**config.mk**
```make
export PLATFORM = sky130hd
export DESIGN_NAME = rxf_filter
export DESIGN_NICKNAME = d
export VERILOG_FILES = /design/src/rxf_pkg.sv /design/src/rxf_filter.sv
export SDC_FILE = /design/constraint.sdc
export NUM_CORES = 1
export LEC_CHECK = 0
export BUFFER_PORTS_ARGS = -buffer_cell sky130_fd_sc_hd__buf_2
export CELL_PAD_IN_SITES_DETAIL_PLACEMENT = 0
export CELL_PAD_IN_SITES_GLOBAL_PLACEMENT = 1
export CORE_MARGIN = 2
export CORE_UTILIZATION = 41
export CTS_CLUSTER_SIZE = 20
export DETAILED_ROUTE_END_ITERATION = 7
export MAX_ROUTING_LAYER = met4
export PLACE_DENSITY_LB_ADDON = 0.3
export RECOVER_POWER = 50
export REMOVE_ABC_BUFFERS = 1
export SLEW_MARGIN = 20
export SYNTH_ARGS = -nofsm -noshare
export SYNTH_HDL_FRONTEND = slang
export SYNTH_SLANG_ARGS = --single-unit
```
**constraint.sdc**
```tcl
create_clock -name sys_clk -period 4.22 [get_ports sys_clk]
set_input_delay 0.633 -clock sys_clk [delete_from_list [all_inputs] [get_ports sys_clk]]
set_output_delay 0.633 -clock sys_clk [all_outputs]
set_load 0.02 [all_outputs]
```
**src/rxf_pkg.sv**
```systemverilog
// Package for the receive frame acceptance filter: offsets, fields, types
package rxf_pkg;

  // Register byte offsets (base register and its write aliases)
  localparam logic [3:0] RXF_OFS_CFG = 4'h0;
  localparam logic [3:0] RXF_OFS_CLR = 4'h4;
  localparam logic [3:0] RXF_OFS_SET = 4'h8;
  localparam logic [3:0] RXF_OFS_INV = 4'hC;
  localparam logic [3:0] RXF_OFS_STAT = 4'h0;
  localparam logic [1:0] RXF_BLK_CFG = 2'h0;
  localparam logic [1:0] RXF_BLK_STAT = 2'h1;

  // Field positions in receive_filter_config
  localparam int RXF_B_HASH_EN = 15;
  localparam int RXF_B_WAKE_EN = 14;
  localparam int RXF_B_PAT_INV = 12;
  localparam int RXF_B_MODE_HI = 11;
  localparam int RXF_B_MODE_LO = 8;
  localparam int RXF_B_BADFCS = 7;
  localparam int RXF_B_GOODFCS = 6;
  localparam int RXF_B_SHORT_COL = 5;
  localparam int RXF_B_SHORT_REJ = 4;
  localparam int RXF_B_STA_UC = 3;
  localparam int RXF_B_FOR_UC = 2;
  localparam int RXF_B_GROUP = 1;
  localparam int RXF_B_BCAST = 0;

  // Implemented bits and reset value
  localparam logic [31:0] RXF_CFG_MASK = 32'h0000DFFF;
  localparam logic [31:0] RXF_CFG_RESET = 32'h00000000;
  localparam logic [31:0] RXF_UNMAPPED = 32'h00000000;

  // Short-frame limit in bytes
  localparam logic [15:0] RXF_MIN_LEN = 16'h0040;

  // Pattern modes
  localparam logic [3:0] RXF_PM_OFF = 4'h0;
  localparam logic [3:0] RXF_PM_CSUM = 4'h1;
  localparam logic [3:0] RXF_PM_STA_A = 4'h2;
  localparam logic [3:0] RXF_PM_STA_B = 4'h3;
  localparam logic [3:0] RXF_PM_UC_A = 4'h4;
  localparam logic [3:0] RXF_PM_UC_B = 4'h5;
  localparam logic [3:0] RXF_PM_BC_A = 4'h6;
  localparam logic [3:0] RXF_PM_BC_B = 4'h7;
  localparam logic [3:0] RXF_PM_HASH = 4'h8;
  localparam logic [3:0] RXF_PM_WAKE = 4'h9;

  // Per-frame results from the MAC receive path
  typedef struct packed {
    logic stationHit;
    logic unicast;
    logic multicast;
    logic broadcast;
    logic fcsValid;
    logic hashHit;
    logic wakeHit;
    logic csumHit;
    logic [15:0] length;
  } rxf_frame_t;

  // Verdict to the receive DMA
  typedef struct packed {
    logic accept;
    logic reject;
  } rxf_verdict_t;

endpackage

```
**src/rxf_filter.sv**
```systemverilog
// Receive frame acceptance filter with Avalon-MM configuration slave
// Operation
// - Mode field bits 11:8; zero means pattern match always fails.
// - Mode 1: pattern true when invert bit differs from checksum hit.
// - Modes 2,3: checksum term and destination equals station address.
// - Modes 4,5: checksum term and unicast destination.
// - Modes 6,7: checksum term and broadcast destination.
// - Mode 8: checksum term and hash table hit.
// - Mode 9: checksum term and wake-up frame recognised.
// - Bit 7 set: accept only frames with invalid FCS.
// - Bit 6 set: accept only frames with valid FCS.
// - Bit 5 set: accept only runt frames.
// - Runt is under 64 bytes; needs valid FCS when bit 6 set.
// - Bit 4 set: reject every frame under 64 bytes.
// - Clear alias at +0x4 clears bits written one; reads ignored.
// - Set alias at +0x8 sets bits written one; reads ignored.
// - Invert alias at +0xC toggles bits written one; reads ignored.
// - Hash hit for mode 8 ignores the hash enable bit.
// - Wake-up match for mode 9 ignores the wake enable bit.
// - Bits 3..0 accept station unicast, foreign unicast, multicast, broadcast.
//
// Register access over Avalon-MM and the register offsets are this design's own decisions.
`timescale 1ns/1ps
`default_nettype none

module rxf_filter
  import rxf_pkg::*;
(
  input wire logic sys_clk,
  input wire logic rst,
  input wire logic clkEn,
  input wire logic [4:0] avsAddress,
  input wire logic avsRead,
  input wire logic avsWrite,
  input wire logic [31:0] avsWriteData,
  input wire logic [3:0] avsByteEnable,
  output logic [31:0] avsReadData,
  output logic avsWaitRequest,
  input wire logic frameValid,
  input wire rxf_frame_t frameInfo,
  output rxf_verdict_t verdict_r,
  output logic verdictValid_r,
  output logic [31:0] cfgOut_r
);

  ////////////////////////////////////////////////////////////////////////////
  // Bus slave

  logic [31:0] cfg_r;
  logic [31:0] cfg_nxt;
  logic [31:0] readData_r;
  logic ack_r;
  logic [31:0] beMask;
  logic [31:0] wrBits;
  logic [15:0] acceptCount_r;
  logic [15:0] rejectCount_r;
  logic [15:0] acceptCount_nxt;
  logic [15:0] rejectCount_nxt;

  function automatic logic [31:0] lane_mask(input logic [3:0] be);
    lane_mask = {{8{be[3]}}, {8{be[2]}}, {8{be[1]}}, {8{be[0]}}};
  endfunction

  assign beMask = lane_mask(avsByteEnable);
  assign wrBits = avsWriteData & beMask & RXF_CFG_MASK;

  // One wait cycle per access; answer in the second cycle of the request
  assign avsWaitRequest = (avsRead | avsWrite) & ~ack_r;
  assign avsReadData = readData_r;

  always_ff @(posedge sys_clk or posedge rst) begin
    if (rst) begin
      ack_r <= 1'b0;
    end else if (clkEn) begin
      ack_r <= (avsRead | avsWrite) & ~ack_r;
    end
  end

  always_comb begin
    cfg_nxt = cfg_r;
    if (avsWrite && !ack_r && avsAddress[4] == RXF_BLK_CFG[0]) begin
      unique case (avsAddress[3:0])
        RXF_OFS_CFG: cfg_nxt = (cfg_r & ~(beMask & RXF_CFG_MASK)) | wrBits;
        RXF_OFS_CLR: cfg_nxt = cfg_r & ~wrBits;
        RXF_OFS_SET: cfg_nxt = cfg_r | wrBits;
        RXF_OFS_INV: cfg_nxt = cfg_r ^ wrBits;
        default: cfg_nxt = cfg_r;
      endcase
    end
  end

  // No interlock on receive enable; software keeps it quiet
  always_ff @(posedge sys_clk or posedge rst) begin
    if (rst) begin
      cfg_r <= RXF_CFG_RESET;
      cfgOut_r <= RXF_CFG_RESET;
    end else if (clkEn) begin
      cfg_r <= cfg_nxt;
      cfgOut_r <= cfg_nxt;
    end
  end

  // Aliases read as zero; counters show the block's own activity
  always_ff @(posedge sys_clk or posedge rst) begin
    if (rst) begin
      readData_r <= 32'h00000000;
    end else if (clkEn) begin
      if (avsRead && !ack_r) begin
        if (avsAddress == {RXF_BLK_CFG[0], RXF_OFS_CFG}) begin
          readData_r <= cfg_r;
        end else if (avsAddress == {RXF_BLK_STAT[0], RXF_OFS_STAT}) begin
          readData_r <= {rejectCount_r, acceptCount_r};
        end else begin
          readData_r <= RXF_UNMAPPED;
        end
      end
    end
  end

  ////////////////////////////////////////////////////////////////////////////
  // Frame evaluation

  logic [3:0] mode;
  logic patInv;
  logic csumTerm;
  logic patHit;
  logic isShort;
  logic runtOk;
  logic passAny;
  logic qualOk;
  logic acceptNow;

  assign mode = cfg_r[RXF_B_MODE_HI:RXF_B_MODE_LO];
  assign patInv = cfg_r[RXF_B_PAT_INV];
  assign csumTerm = patInv ^ frameInfo.csumHit;
  assign isShort = frameInfo.length < RXF_MIN_LEN;
  assign runtOk = isShort & (~cfg_r[RXF_B_GOODFCS] | frameInfo.fcsValid);

  always_comb begin
    patHit = 1'b0;
    unique case (mode)
      RXF_PM_OFF: patHit = 1'b0;
      RXF_PM_CSUM: patHit = csumTerm;
      RXF_PM_STA_A, RXF_PM_STA_B: patHit = csumTerm & frameInfo.stationHit;
      RXF_PM_UC_A, RXF_PM_UC_B: patHit = csumTerm & frameInfo.unicast;
      RXF_PM_BC_A, RXF_PM_BC_B: patHit = csumTerm & frameInfo.broadcast;
      RXF_PM_HASH: patHit = csumTerm & frameInfo.hashHit;
      RXF_PM_WAKE: patHit = csumTerm & frameInfo.wakeHit;
      // Reserved mode codes never match
      default: patHit = 1'b0;
    endcase
  end

  always_comb begin
    passAny = (cfg_r[RXF_B_STA_UC] & frameInfo.unicast & frameInfo.stationHit)
      | (cfg_r[RXF_B_FOR_UC] & frameInfo.unicast & ~frameInfo.stationHit)
      | (cfg_r[RXF_B_GROUP] & frameInfo.multicast)
      | (cfg_r[RXF_B_BCAST] & frameInfo.broadcast)
      | (cfg_r[RXF_B_HASH_EN] & frameInfo.hashHit)
      | (cfg_r[RXF_B_WAKE_EN] & frameInfo.wakeHit)
      | patHit;
    qualOk = 1'b1;
    if (cfg_r[RXF_B_BADFCS] && frameInfo.fcsValid) begin
      qualOk = 1'b0;
    end
    if (cfg_r[RXF_B_GOODFCS] && !frameInfo.fcsValid) begin
      qualOk = 1'b0;
    end
    if (cfg_r[RXF_B_SHORT_COL] && !runtOk) begin
      qualOk = 1'b0;
    end
    if (cfg_r[RXF_B_SHORT_REJ] && isShort) begin
      qualOk = 1'b0;
    end
  end

  assign acceptNow = passAny & qualOk;

  // Verdict one cycle after frameValid, held until the next frame
  always_ff @(posedge sys_clk or posedge rst) begin
    if (rst) begin
      verdict_r <= '0;
      verdictValid_r <= 1'b0;
    end else if (clkEn) begin
      verdictValid_r <= frameValid;
      if (frameValid) begin
        verdict_r.accept <= acceptNow;
        verdict_r.reject <= ~acceptNow;
      end
    end
  end

  // Counters wrap; one status read returns both counters together
  always_comb begin
    acceptCount_nxt = acceptCount_r;
    rejectCount_nxt = rejectCount_r;
    if (frameValid && acceptNow) begin
      acceptCount_nxt = acceptCount_r + 16'h0001;
    end
    if (frameValid && !acceptNow) begin
      rejectCount_nxt = rejectCount_r + 16'h0001;
    end
  end

  always_ff @(posedge sys_clk or posedge rst) begin
    if (rst) begin
      acceptCount_r <= 16'h0000;
      rejectCount_r <= 16'h0000;
    end else if (clkEn) begin
      acceptCount_r <= acceptCount_nxt;
      rejectCount_r <= rejectCount_nxt;
    end
  end

endmodule // rxf_filter

`default_nettype wire

```
=== Word-level counts from Yosys, hierarchy flattened ===
Cells that the tools add are included.
Widths: inputs -> output; s select.

* Bits in registers: 100
* Input bits: 71
* Output and inout bits: 68
* Word-level logic and storage cells: 94

* $add $sub $neg: 2
* $lt $le $gt $ge: 1
* Equal/unequal tests: 13
* Multiplexer cells: 8
* Bitwise logic cells: 38
* Reduce and logical (&&, ||, !) cells: 24

{| class="wikitable"
|+ Operators by type and width
! cell !! number
|-
| $pmux 32 s4 || 1
|-
| $and 32x32->32 || 2
|-
| $mux 32 || 2
|-
| $not 16->32 || 2
|-
| $or 32x16->32 || 2
|-
| $add 16x1->16 const B || 2
|-
| $xor 32x16->32 || 1
|-
| $eq 4x3->1 const B || 5
|-
| $and 1x1->1 || 16
|-
| $and 16x16->16 || 1
|-
| $eq 4x4->1 const B || 4
|-
| $lt 16x7->1 const B || 1
|-
| $logic_and 1x1->1 || 9
|-
| $eq 4x2->1 const B || 2
|-
| $or 1x1->1 || 8
|-
| $reduce_and 2->1 || 4
|-
| $pmux 1 s6 || 1
|-
| $reduce_or 2->1 || 3
|-
| $eq 5x5->1 const B || 1
|-
| $logic_not 5->1 || 1
|-
| $not 1->1 || 5
|-
| $eq 4x1->1 const B || 1
|-
| $logic_not 1->1 || 4
|-
| $logic_not 4->1 || 1
|-
| other kinds (4) || 7
|}

=== Logic depth before layout (Yosys ltp) ===
Gate-level depths: netlist of the first run.

* Depth after elaboration: 12
* Depth in mapped cells: 8
* Depth with buffers taken out: 6

=== Least setup slack after synthesis of the first run ===
Ideal clock, no wire load.

* Path type: in2reg
* Start: in frameInfo[8] in the netlist's numbering
* End: reg acceptCount_r[10]
* Library setup time: 0.125 ns
* Arrival time: 2.395 ns
* Data required time: 4.095 ns
* Slack: 1.700 ns
* Cell stages on the path: 6
* Path buffers: 0
* Cells stage by stage: or4_4 > o31ai_2 > nand4_1 > a21o_2 > or4_4 > xnor2_2

* Word-level cells in the longest chain between the ends: 9
* Elaborated cells on any way between the ends: 10
* Those cells by class: 1 x order compare; 2 x mux; 2 x bitwise; 5 x reduce/logical

{| class="wikitable"
|+ Ends and longest elaborated chain
! element !! RTL line !! source
|-
| start, declared || rxf_filter.sv:40 || <nowiki>input wire rxf_frame_t frameInfo,</nowiki>
|-
| $lt 16x7->1 (*) || rxf_filter.sv:136 || <nowiki>assign isShort = frameInfo.length < RXF_MIN_LEN;</nowiki>
|-
| $and 1x1->1 || rxf_filter.sv:137 || <nowiki>assign runtOk = isShort & (~cfg_r[RXF_B_GOODFCS] | frameInfo.fcsValid);</nowiki>
|-
| $logic_not 1->1 || rxf_filter.sv:169 || <nowiki>if (cfg_r[RXF_B_SHORT_COL] && !runtOk) begin</nowiki>
|-
| $logic_and 1x1->1 || rxf_filter.sv:169 ||
|-
| $mux 1 || rxf_filter.sv:169 ||
|-
| $mux 1 (*) || rxf_filter.sv:172 || <nowiki>if (cfg_r[RXF_B_SHORT_REJ] && isShort) begin</nowiki>
|-
| $and 1x1->1 (*) || rxf_filter.sv:177 || <nowiki>assign acceptNow = passAny & qualOk;</nowiki>
|-
| $logic_and 1x1->1 (*) || rxf_filter.sv:197 || <nowiki>if (frameValid && acceptNow) begin</nowiki>
|-
| $reduce_and 2->1 (no line) (*) || n/a ||
|-
| end signal, assigned || rxf_filter.sv:210 || <nowiki>acceptCount_r <= acceptCount_nxt;</nowiki>
|-
| end, declared || rxf_filter.sv:55 || <nowiki>logic [15:0] acceptCount_r;</nowiki>
|}

Mark *: on every way between the ends. The rest lies on a longest branch, timed or not.
A chain may end at the register's enable or synchronous reset.

=== Worst setup path in the final report of the first run ===
* Start: in frameInfo[8] in the netlist's numbering
* End: reg rejectCount_r[1]

* Word-level cells in the longest chain between the ends: 10
* Elaborated cells on any way between the ends: 11
* Those cells by class: 1 x order compare; 2 x mux; 2 x bitwise; 6 x reduce/logical

{| class="wikitable"
|+ Ends and longest elaborated chain
! element !! RTL line !! source
|-
| $lt 16x7->1 (*) || rxf_filter.sv:136 ||
|-
| $and 1x1->1 || rxf_filter.sv:137 ||
|-
| $logic_not 1->1 || rxf_filter.sv:169 ||
|-
| $logic_and 1x1->1 || rxf_filter.sv:169 ||
|-
| $mux 1 || rxf_filter.sv:169 ||
|-
| $mux 1 (*) || rxf_filter.sv:172 ||
|-
| $and 1x1->1 (*) || rxf_filter.sv:177 ||
|-
| $logic_not 1->1 (*) || rxf_filter.sv:200 || <nowiki>if (frameValid && !acceptNow) begin</nowiki>
|-
| $logic_and 1x1->1 (*) || rxf_filter.sv:200 ||
|-
| $reduce_and 2->1 (no line) (*) || n/a ||
|-
| end signal, assigned || rxf_filter.sv:211 || <nowiki>rejectCount_r <= rejectCount_nxt;</nowiki>
|-
| end, declared || rxf_filter.sv:56 || <nowiki>logic [15:0] rejectCount_r;</nowiki>
|}

Marks and branches as above.

==> impl_metrics.json, run 1 <==
{
  "outcome": "complete, but fails checks",
  "violations": "capacitance limit, slew limit",
  "totalWireLength_um": 10100,
  "leakage_uw": 0.00256,
  "reg2reg_depth": 6,
  "cts_tree": "built",
  "grt_pass1_wl_um": 16700,
  "finalClockSkew_ps": 12.5,
  "crit_arrival_ps": 2860,
  "finalMaxSlewViolations": 53,
  "synthMuxAreaShare_pct": 5.99,
  "grt-ovfl-total": 0,
  "root_buffer": "clkbuf_8",
  "fmax_ghz": 0.382,
  "first_pass_iters": 6,
  "syn_avg_cell_area_um2": 9.84,
  "vias": 3456,
  "mostFrequentLayoutCells": "dfrtp_1, buf_2, nand2_1",
  "ant_nets": 0,
  "yosys.area.top_type_share_pct": 47.1,
  "start_util_pct": 42.5,
  "worstSetupPathType": "in2reg",
  "synthAdderAreaFrac_pct": 4.82,
  "yosysSeqAreaShare_pct": 47.1,
  "reg2reg_from": "cfg_r[10]",
  "crit_fanout": 17,
  "reg2reg_to": "rejectCount_r[1]",
  "period_needed_ps": 2620,
  "synth_top_family_by_area": "simple AND/OR/NAND/NOR gates",
  "track_usage_pct": 18.8,
  "yosysTopAreaCell": "dfrtp_1",
  "synth_xor_area_share_pct": 6.30,
  "hp-class": "reg2reg",
  "worstMarginPinSlew_ps": 2300,
  "wire_per_inst_um": 14.8,
  "synth-seq-cells": 83,
  "place_congestion": 0.762,
  "cts_hold_buf": 0,
  "finalSetupViolCount": 0,
  "maxCapViolCount": 1,
  "fin_setup_tns_ps": 0,
  "postCtsSetupBuffers": 0,
  "antenna_found_initial": 0,
  "min_from": "rejectCount_r[15]",
  "required_ps": 4460,
  "start_kind": "input pin",
  "drive_gt1_share_pct": 20.1,
  "rsz0062_at_grt": "no",
  "relSlewSlack_pct": -54.0,
  "cts-resized-gates": 0,
  "wl_met2_um": 4930,
  "hpwl_um": 7350,
  "ir_worst_vdd_v": 0.000170,
  "min_period_over_period_pct": 62.0,
  "cp-end-kind": "flip-flop",
  "die_h_um": 108,
  "path_clk_slew_ps": 90,
  "drt-met1-wl_um": 4590,
  "grt_max_degree": 53,
  "ios": 139,
  "rrSetupSlack_ps": 1790,
  "hold_violations": 0,
  "worstHoldPathCells": 1,
  "topRoutingLayerUsed": "met4",
  "drtIter0Drc": 150,
  "rows": 37,
  "fin_cells": 678,
  "antenna_cells": 0,
  "dieArea_mm2": 0.0116,
  "synth_compound_area_share_pct": 12.9,
  "layout_commonest_cell": "dfrtp_1",
  "dp_cells": 662,
  "area_delta_synth_final_pct": 16.3,
  "fp.dieW_um": 108,
  "synth_cells": 448,
  "synth_cell_type_count": 48,
  "final_nets": 625,
  "wl_met3_um": 407,
  "fp.coreArea_mm2": 0.0104,
  "clock_path_buffers": 2,
  "first_global_vias": 3457,
  "ctsHtreeMaxLevel": 3,
  "remaining_drc_errors": 0,
  "synth.area.top_cells": "dfrtp_1, nand2_1, mux2i_1, ha_1, xor2_1",
  "yosys.area_share.simple_pct": 16.0,
  "portBuffers": 96,
  "hold_end": "rejectCount_r[15]",
  "syn_area_mm2": 0.00441,
  "yosysWarnings": 0,
  "cts_made_buffers": 9,
  "power_density_mw_per_mm2": 427,
  "insertion_delay_ps": 360,
  "viasPerCell": 5.10,
  "clock_sinks": 83
}
report_power, final:
group	internal (uW)	switching [uW]
Sequential	893	144
Clock	353	294
Combinational	196	309
Total	1440	747
registers in the layout, summed over array words and instances, names as in the netlist:
register and count:
verdictValid_r 1, rejectCount_r 16, cfg_r 15, ack_r 1, verdict_r 2, acceptCount_r 16, avsReadData 32
worst max-delay path, stage by stage:
cell and delay (ps):
buf_2 90, or4_4 530, o31ai_2 290, nand3_1 130, a21oi_2 660, nor2_1 160, mux2_1 360
area by class of cell:
type / count / area (um2)
fillers: 1023 / 5240
clock buffers: 11 / 141
flip-flops and latches: 83 / 2080
inverters: 21 / 80.1
well taps: 136 / 170
clock inverters: 5 / 85.1
repair buffers: 100 / 479
multi-input cells: 322 / 2100
logic make-up after synthesis:
| kind of cell | count (synthesis) |
|---|---|
| buffers and inverters | 59 |
| flip-flops | 83 |
| AND/OR/NAND/NOR | 146 |
| other | 1 |
| multiplexers | 26 |
| AO/OA/AOI/OAI | 86 |
| XOR/XNOR | 30 |
| adder cells (fa/ha/maj) | 17 |
synth_stat cells, drive strengths merged:
cell type	number
ha	17
nor2b	1
inv	21
o21ai	31
xor2	19
xnor2	11
or2	1
a21o	2
o211ai	1
nand3	16
and3	1
nand2b	1
a22oi	2
nor4b	1
dfrtp	83
nor4	5
o31ai	2
o21a	1
mux2i	23
and4	1
nand3b	1
nor2	30
a22o	17
a31oi	9
or4	5
clkbuf	17
a211oi	10
buf	21
nand2	64
a21oi	3
and2	1
conb	1
or3	1
nor3	8
o22ai	8
nand4	9
mux2	3
metal layers:
metal,GRT usage (%),up-vias
li1,-,1713
met1,23.5,1656
met2,31.0,77
met3,3.03,10
met4,6.96,0
met5,-,-
per-stage QoR:
stage	power, uW	util (%)	hold slack, ps	instance area [um2]	setup WS (ps)
floorplan	1360	-	442	4250	1450
global placement	1540	47.6	457	4930	1250
detailed placement	1570	47.6	467	4930	1200
CTS	2210	49.8	468	5160	1590
global route	2330	49.5	494	5130	1510
finish	2190	49.5	481	5130	1600
how the worst max path moves through the flow:
| stage | from | end | slack (ps) |
|---|---|---|---|
| after floorplan | rst | acceptCount_r[0] | 1450 |
| after global routing | frameInfo[8] | rejectCount_r[1] | 1510 |
| after global placement | frameInfo[8] | rejectCount_r[1] | 1250 |
| final | frameInfo[8] | rejectCount_r[1] | 1600 |
| after detailed placement | frameInfo[8] | rejectCount_r[1] | 1200 |
| after CTS | frameInfo[8] | rejectCount_r[1] | 1590 |
Power figures use the tool's default switching activity.
==> run 2: changes to the inputs <==
--- a/config.mk
+++ b/config.mk
@@ -9,7 +9,7 @@
 export CELL_PAD_IN_SITES_DETAIL_PLACEMENT = 0
 export CELL_PAD_IN_SITES_GLOBAL_PLACEMENT = 1
 export CORE_MARGIN = 2
-export CORE_UTILIZATION = 41
+export CORE_UTILIZATION = 38
 export CTS_CLUSTER_SIZE = 20
 export DETAILED_ROUTE_END_ITERATION = 7
 export MAX_ROUTING_LAYER = met4
==> constraint.sdc (replaced) <==
create_clock -name sys_clk -period 2.45 [get_ports sys_clk]
set_input_delay 0.3675 -clock sys_clk [delete_from_list [all_inputs] [get_ports sys_clk]]
set_output_delay 0.3675 -clock sys_clk [all_outputs]
set_load 0.02 [all_outputs]
==> impl_metrics.json, run 2 (synthesis results as in run 1) <==
{
  "cts_hold_buf": 0,
  "wl_met3_um": 471,
  "fin_util_pct": 46.8,
  "path_cells": "xnor2_1 -> nor4b_1 -> a211oi_1 -> a21oi_2 -> buf_12 -> nor4_2 -> xor2_1",
  "vias": 3498,
  "layout_commonest_cell": "dfrtp_1",
  "drive_gt1_share_pct": 22.0,
  "ios": 139,
  "crit_family": "compound AO/OA/AOI/OAI gates",
  "mostFrequentLayoutCells": "dfrtp_1, buf_2, nand2_1",
  "violations": "capacitance limit, slew limit",
  "topRoutingLayerUsed": "met4",
  "fillCellCount": 1097,
  "crit_buf_inv": 1,
  "ant_nets": 0,
  "outcome": "complete, but fails checks",
  "totalWireLength_um": 10300,
  "first_global_vias": 3340,
  "final_nets": 637,
  "start_util_pct": 38.8,
  "dieArea_mm2": 0.0125,
  "grt-ovfl-total": 0,
  "cts_tree": "built",
  "fin_cells": 697,
  "rsz0062_at_grt": "no",
  "remaining_drc_errors": 0,
  "drt-met1-wl_um": 4870,
  "ctsHtreeMaxLevel": 3,
  "cts_made_buffers": 9,
  "crit_fanout": 10,
  "period_needed_ps": 2150,
  "finalClockSkew_ps": 10.6,
  "maxCapViolCount": 1,
  "insertion_delay_ps": 340,
  "clock_sinks": 83,
  "track_usage_pct": 16.8,
  "place_congestion": 0.762,
  "finalSetupViolCount": 0,
  "fp.dieW_um": 112,
  "cts-resized-gates": 0,
  "postCtsSetupBuffers": 0,
  "rows": 39,
  "die_h_um": 112,
  "dp_cells": 681,
  "power_density_mw_per_mm2": 766,
  "first_pass_iters": 4,
  "worstMarginPinSlew_ps": 1830,
  "drtIter0Drc": 121,
  "grt_max_degree": 84,
  "fp.coreArea_mm2": 0.0114,
  "cp-end-kind": "flip-flop",
  "hp-class": "in2reg",
  "crit_arrival_ps": 2410,
  "viasPerCell": 5.02,
  "antenna_found_initial": 0,
  "rrSetupSlack_ps": 300,
  "hold_ws_ps": 351,
  "wire_per_inst_um": 14.8,
  "hpwl_um": 7480,
  "min_period_over_period_pct": 87.9,
  "critPathSlowestCell": "dfrtp_1",
  "relSlewSlack_pct": -22.2,
  "area_delta_synth_final_pct": 20.6,
  "required_ps": 2710,
  "largest_reg_flops": 32,
  "leakage_uw": 0.00266,
  "cp_slowest_stage_delay_ps": 440,
  "antenna_cells": 0,
  "worstSetupPathType": "reg2reg",
  "path_clk_slew_ps": 70,
  "wl_met2_um": 4870,
  "fmax_ghz": 0.464,
  "portBuffers": 96,
  "hold_violations": 0,
  "finalMaxSlewViolations": 84,
  "grt_pass1_wl_um": 16400,
  "start_kind": "flip-flop",
  "root_buffer": "clkbuf_16",
  "ir_worst_vdd_v": 0.000418,
  "clock_path_buffers": 2
}
[run 2: power by group]
part	total [uW]	switching (uW)	internal, uW
clock network	1370	641	726
logic	934	554	380
registers	1770	234	1540
[run 2: worst paths after layout]
path                                   start                 to  cells past startpoint
min                         avsWriteData[15]          cfg_r[15]                      3
max                                cfg_r[12]  rejectCount_r[14]                      7
max reg2reg                        cfg_r[12]  rejectCount_r[14]                      7
min reg2reg                rejectCount_r[15]  rejectCount_r[15]                      1
max in group asynchronous                rst     avsReadData[1]                      3
min in group asynchronous                rst    avsReadData[16]                      3
[run 2: final cells by class]
cell class | instances | area, um2 | share of cell area [%]
timing repair buffer | 112 | 581 | 10.9
tap | 143 | 179 | 3.36
sequential | 83 | 2080 | 39.0
inverter | 21 | 80.1 | 1.51
clock inverter | 7 | 81.3 | 1.53
multi-input combinational | 322 | 2100 | 39.4
clock buffer | 9 | 225 | 4.23
[run 2: through the flow]
step                      power, uW  setup slack, ps  area, um2  TNS [ps]
after floorplan                2350            -54.3       4250     -4510
after global placement         2720            -6.91       5060     -11.1
after detailed placement       2750            -14.1       5060     -51.2
after CTS                      4120              286       5360         0
after global routing           4300              222       5320         0
final                          4070              297       5320         0
[run 2: worst min-delay path, cell delays in order]
cell and delay, ps:
buf_2 90, a31oi_1 70, o21ai_0 130
[run 2: routing by layer]
metal / track usage, % / up-vias
met5: - / -
met4: 4.03 / 0
met3: 4.25 / 8
met2: 26.6 / 76
met1: 21.9 / 1672
li1: - / 1742
==> run 3: changes to the inputs <==
--- a/config.mk
+++ b/config.mk
@@ -13,7 +13,7 @@
 export CTS_CLUSTER_SIZE = 20
 export DETAILED_ROUTE_END_ITERATION = 7
 export MAX_ROUTING_LAYER = met4
-export PLACE_DENSITY_LB_ADDON = 0.3
+export PLACE_DENSITY_LB_ADDON = 0.1
 export RECOVER_POWER = 50
 export REMOVE_ABC_BUFFERS = 1
 export SLEW_MARGIN = 20
==> impl_metrics.json, run 3 (synthesis results as in run 1) <==
{
  "outcome": "finished, final reports clean",
  "ant_nets": 0,
  "root_buffer": "clkbuf_16",
  "clock_path_buffers": 2,
  "rows": 39,
  "viasPerCell": 4.99,
  "ir_worst_vdd_v": 0.000428,
  "drive_gt1_share_pct": 22.5,
  "vias": 3511,
  "fp.coreArea_mm2": 0.0114,
  "start_util_pct": 38.8,
  "leakage_uw": 0.00270,
  "track_usage_pct": 17.8,
  "fp.dieW_um": 112,
  "rsz0062_at_grt": "no",
  "fin_cells": 704,
  "worstMarginPinSlew_ps": 760,
  "cts_tree": "built",
  "relSlewSlack_pct": 49.1,
  "finalSetupViolCount": 0,
  "antenna_cells": 0,
  "totalWireLength_um": 10500,
  "antenna_found_initial": 0,
  "layout_commonest_cell": "dfrtp_1",
  "area_delta_synth_final_pct": 22.3,
  "dp_slack_ps": -96.5,
  "portBuffers": 96,
  "crit_arrival_ps": 2390,
  "finalMaxSlewViolations": 0,
  "period_needed_ps": 2170,
  "grt_max_degree": 55,
  "cts_made_buffers": 9,
  "fin_setup_tns_ps": 0,
  "finalClockSkew_ps": 5.58,
  "hold_ws_ps": 351,
  "drtIter0Drc": 105,
  "crit_fanout": 10,
  "hold_violations": 0,
  "grt_busiest_layer": "met2",
  "clock_sinks": 83,
  "maxCapViolCount": 0,
  "grt_use_met1_pct": 23.0,
  "first_global_vias": 3438,
  "fmax_ghz": 0.462,
  "grt_util_met2_pct": 28.4,
  "grtUsageMet3_pct": 2.78,
  "hpwl_um": 7930,
  "grt-ovfl-total": 0,
  "place_congestion": 0.778,
  "ctsHtreeMaxLevel": 3,
  "cts-resized-gates": 0,
  "start_kind": "flip-flop",
  "mostFrequentLayoutCells": "dfrtp_1, buf_2, nand2_1",
  "largest_reg_flops": 32,
  "path_clk_slew_ps": 60,
  "final_nets": 644,
  "die_h_um": 112,
  "remaining_drc_errors": 0,
  "dieArea_mm2": 0.0125,
  "power_density_mw_per_mm2": 792,
  "fin_util_pct": 47.4,
  "first_pass_iters": 4,
  "fillCellCount": 1136,
  "insertion_delay_ps": 340,
  "dp_cells": 687,
  "cp-end-kind": "flip-flop",
  "min_period_over_period_pct": 88.4,
  "finalWorstSetupSlack_ps": 284,
  "required_ps": 2670,
  "hp-class": "in2reg",
  "grt_pass1_wl_um": 17300,
  "worstSetupPathType": "reg2reg",
  "ios": 139,
  "wire_per_inst_um": 14.9
}
==> run 3: changes by cell type in the layout (fill, tap and decap cells not counted), sizes merged, moves of 3 or more <==
| cell | delta |
|---|---|
| inv | -3 |
| clkbuf | +3 |
| buf | +3 |
| bufinv | +3 |
==> run 3: cell type report <==
class / count / area [um2] / share of cell area, %
Multi-Input combinational cell: 322 / 2100 / 38.9
Clock buffer: 9 / 225 / 4.18
Clock inverter: 7 / 116 / 2.16
Sequential cell: 83 / 2080 / 38.5
Tap cell: 143 / 179 / 3.32
Inverter: 21 / 80.1 / 1.48
Timing Repair Buffer: 119 / 621 / 11.5
==> run 3: power by group <==
group / internal (uW) / switching, uW / total (uW)
sequential: 1540 / 231 / 1770
clock: 993 / 551 / 1540
combinational: 390 / 565 / 955
total: 2920 / 1350 / 4270
==> run 3: through the flow <==
stage / total power [uW] / instance area, um2
6_report: 4270 / 5390
5_1_grt: 4520 / 5390
4_1_cts: 4330 / 5440
3_5_place_dp: 2780 / 5090
3_3_place_gp: 2740 / 5090
2_1_floorplan: 2350 / 4250
==> run 3: path summary, 6_finish.rpt <==
check,from,endpoint,slack (ps),cells after the start
max in group asynchronous,rst,acceptCount_r[9],570,4
worst max register to register,cfg_r[12],rejectCount_r[1],280,7
worst min-delay path,avsAddress[2],avsReadData[0],350,4
worst max-delay path,cfg_r[12],rejectCount_r[1],280,7
worst min register to register,rejectCount_r[15],rejectCount_r[15],460,1
min in group asynchronous,rst,ack_r,640,3
==> run 3: layer usage <==
metal / vias up / routed length, um
met2: 88 / 4990
met3: 12 / 430
met4: 0 / 171
li1: 1749 / -
met5: - / 0
met1: 1662 / 4920
==> run 3: critical path: stages, from the launching register on <==
cell and delay (ps):
dfrtp_1 380, xnor2_1 160, nor4b_1 300, a211oi_1 90, buf_4 150, a21oi_2 500, nor2_1 130, mux2_1 330
==> run 3: repair_timing <==
action	CTS	global route
buffers inserted	0	0
hold buffers	1	0
hold endpoints to repair	14	0
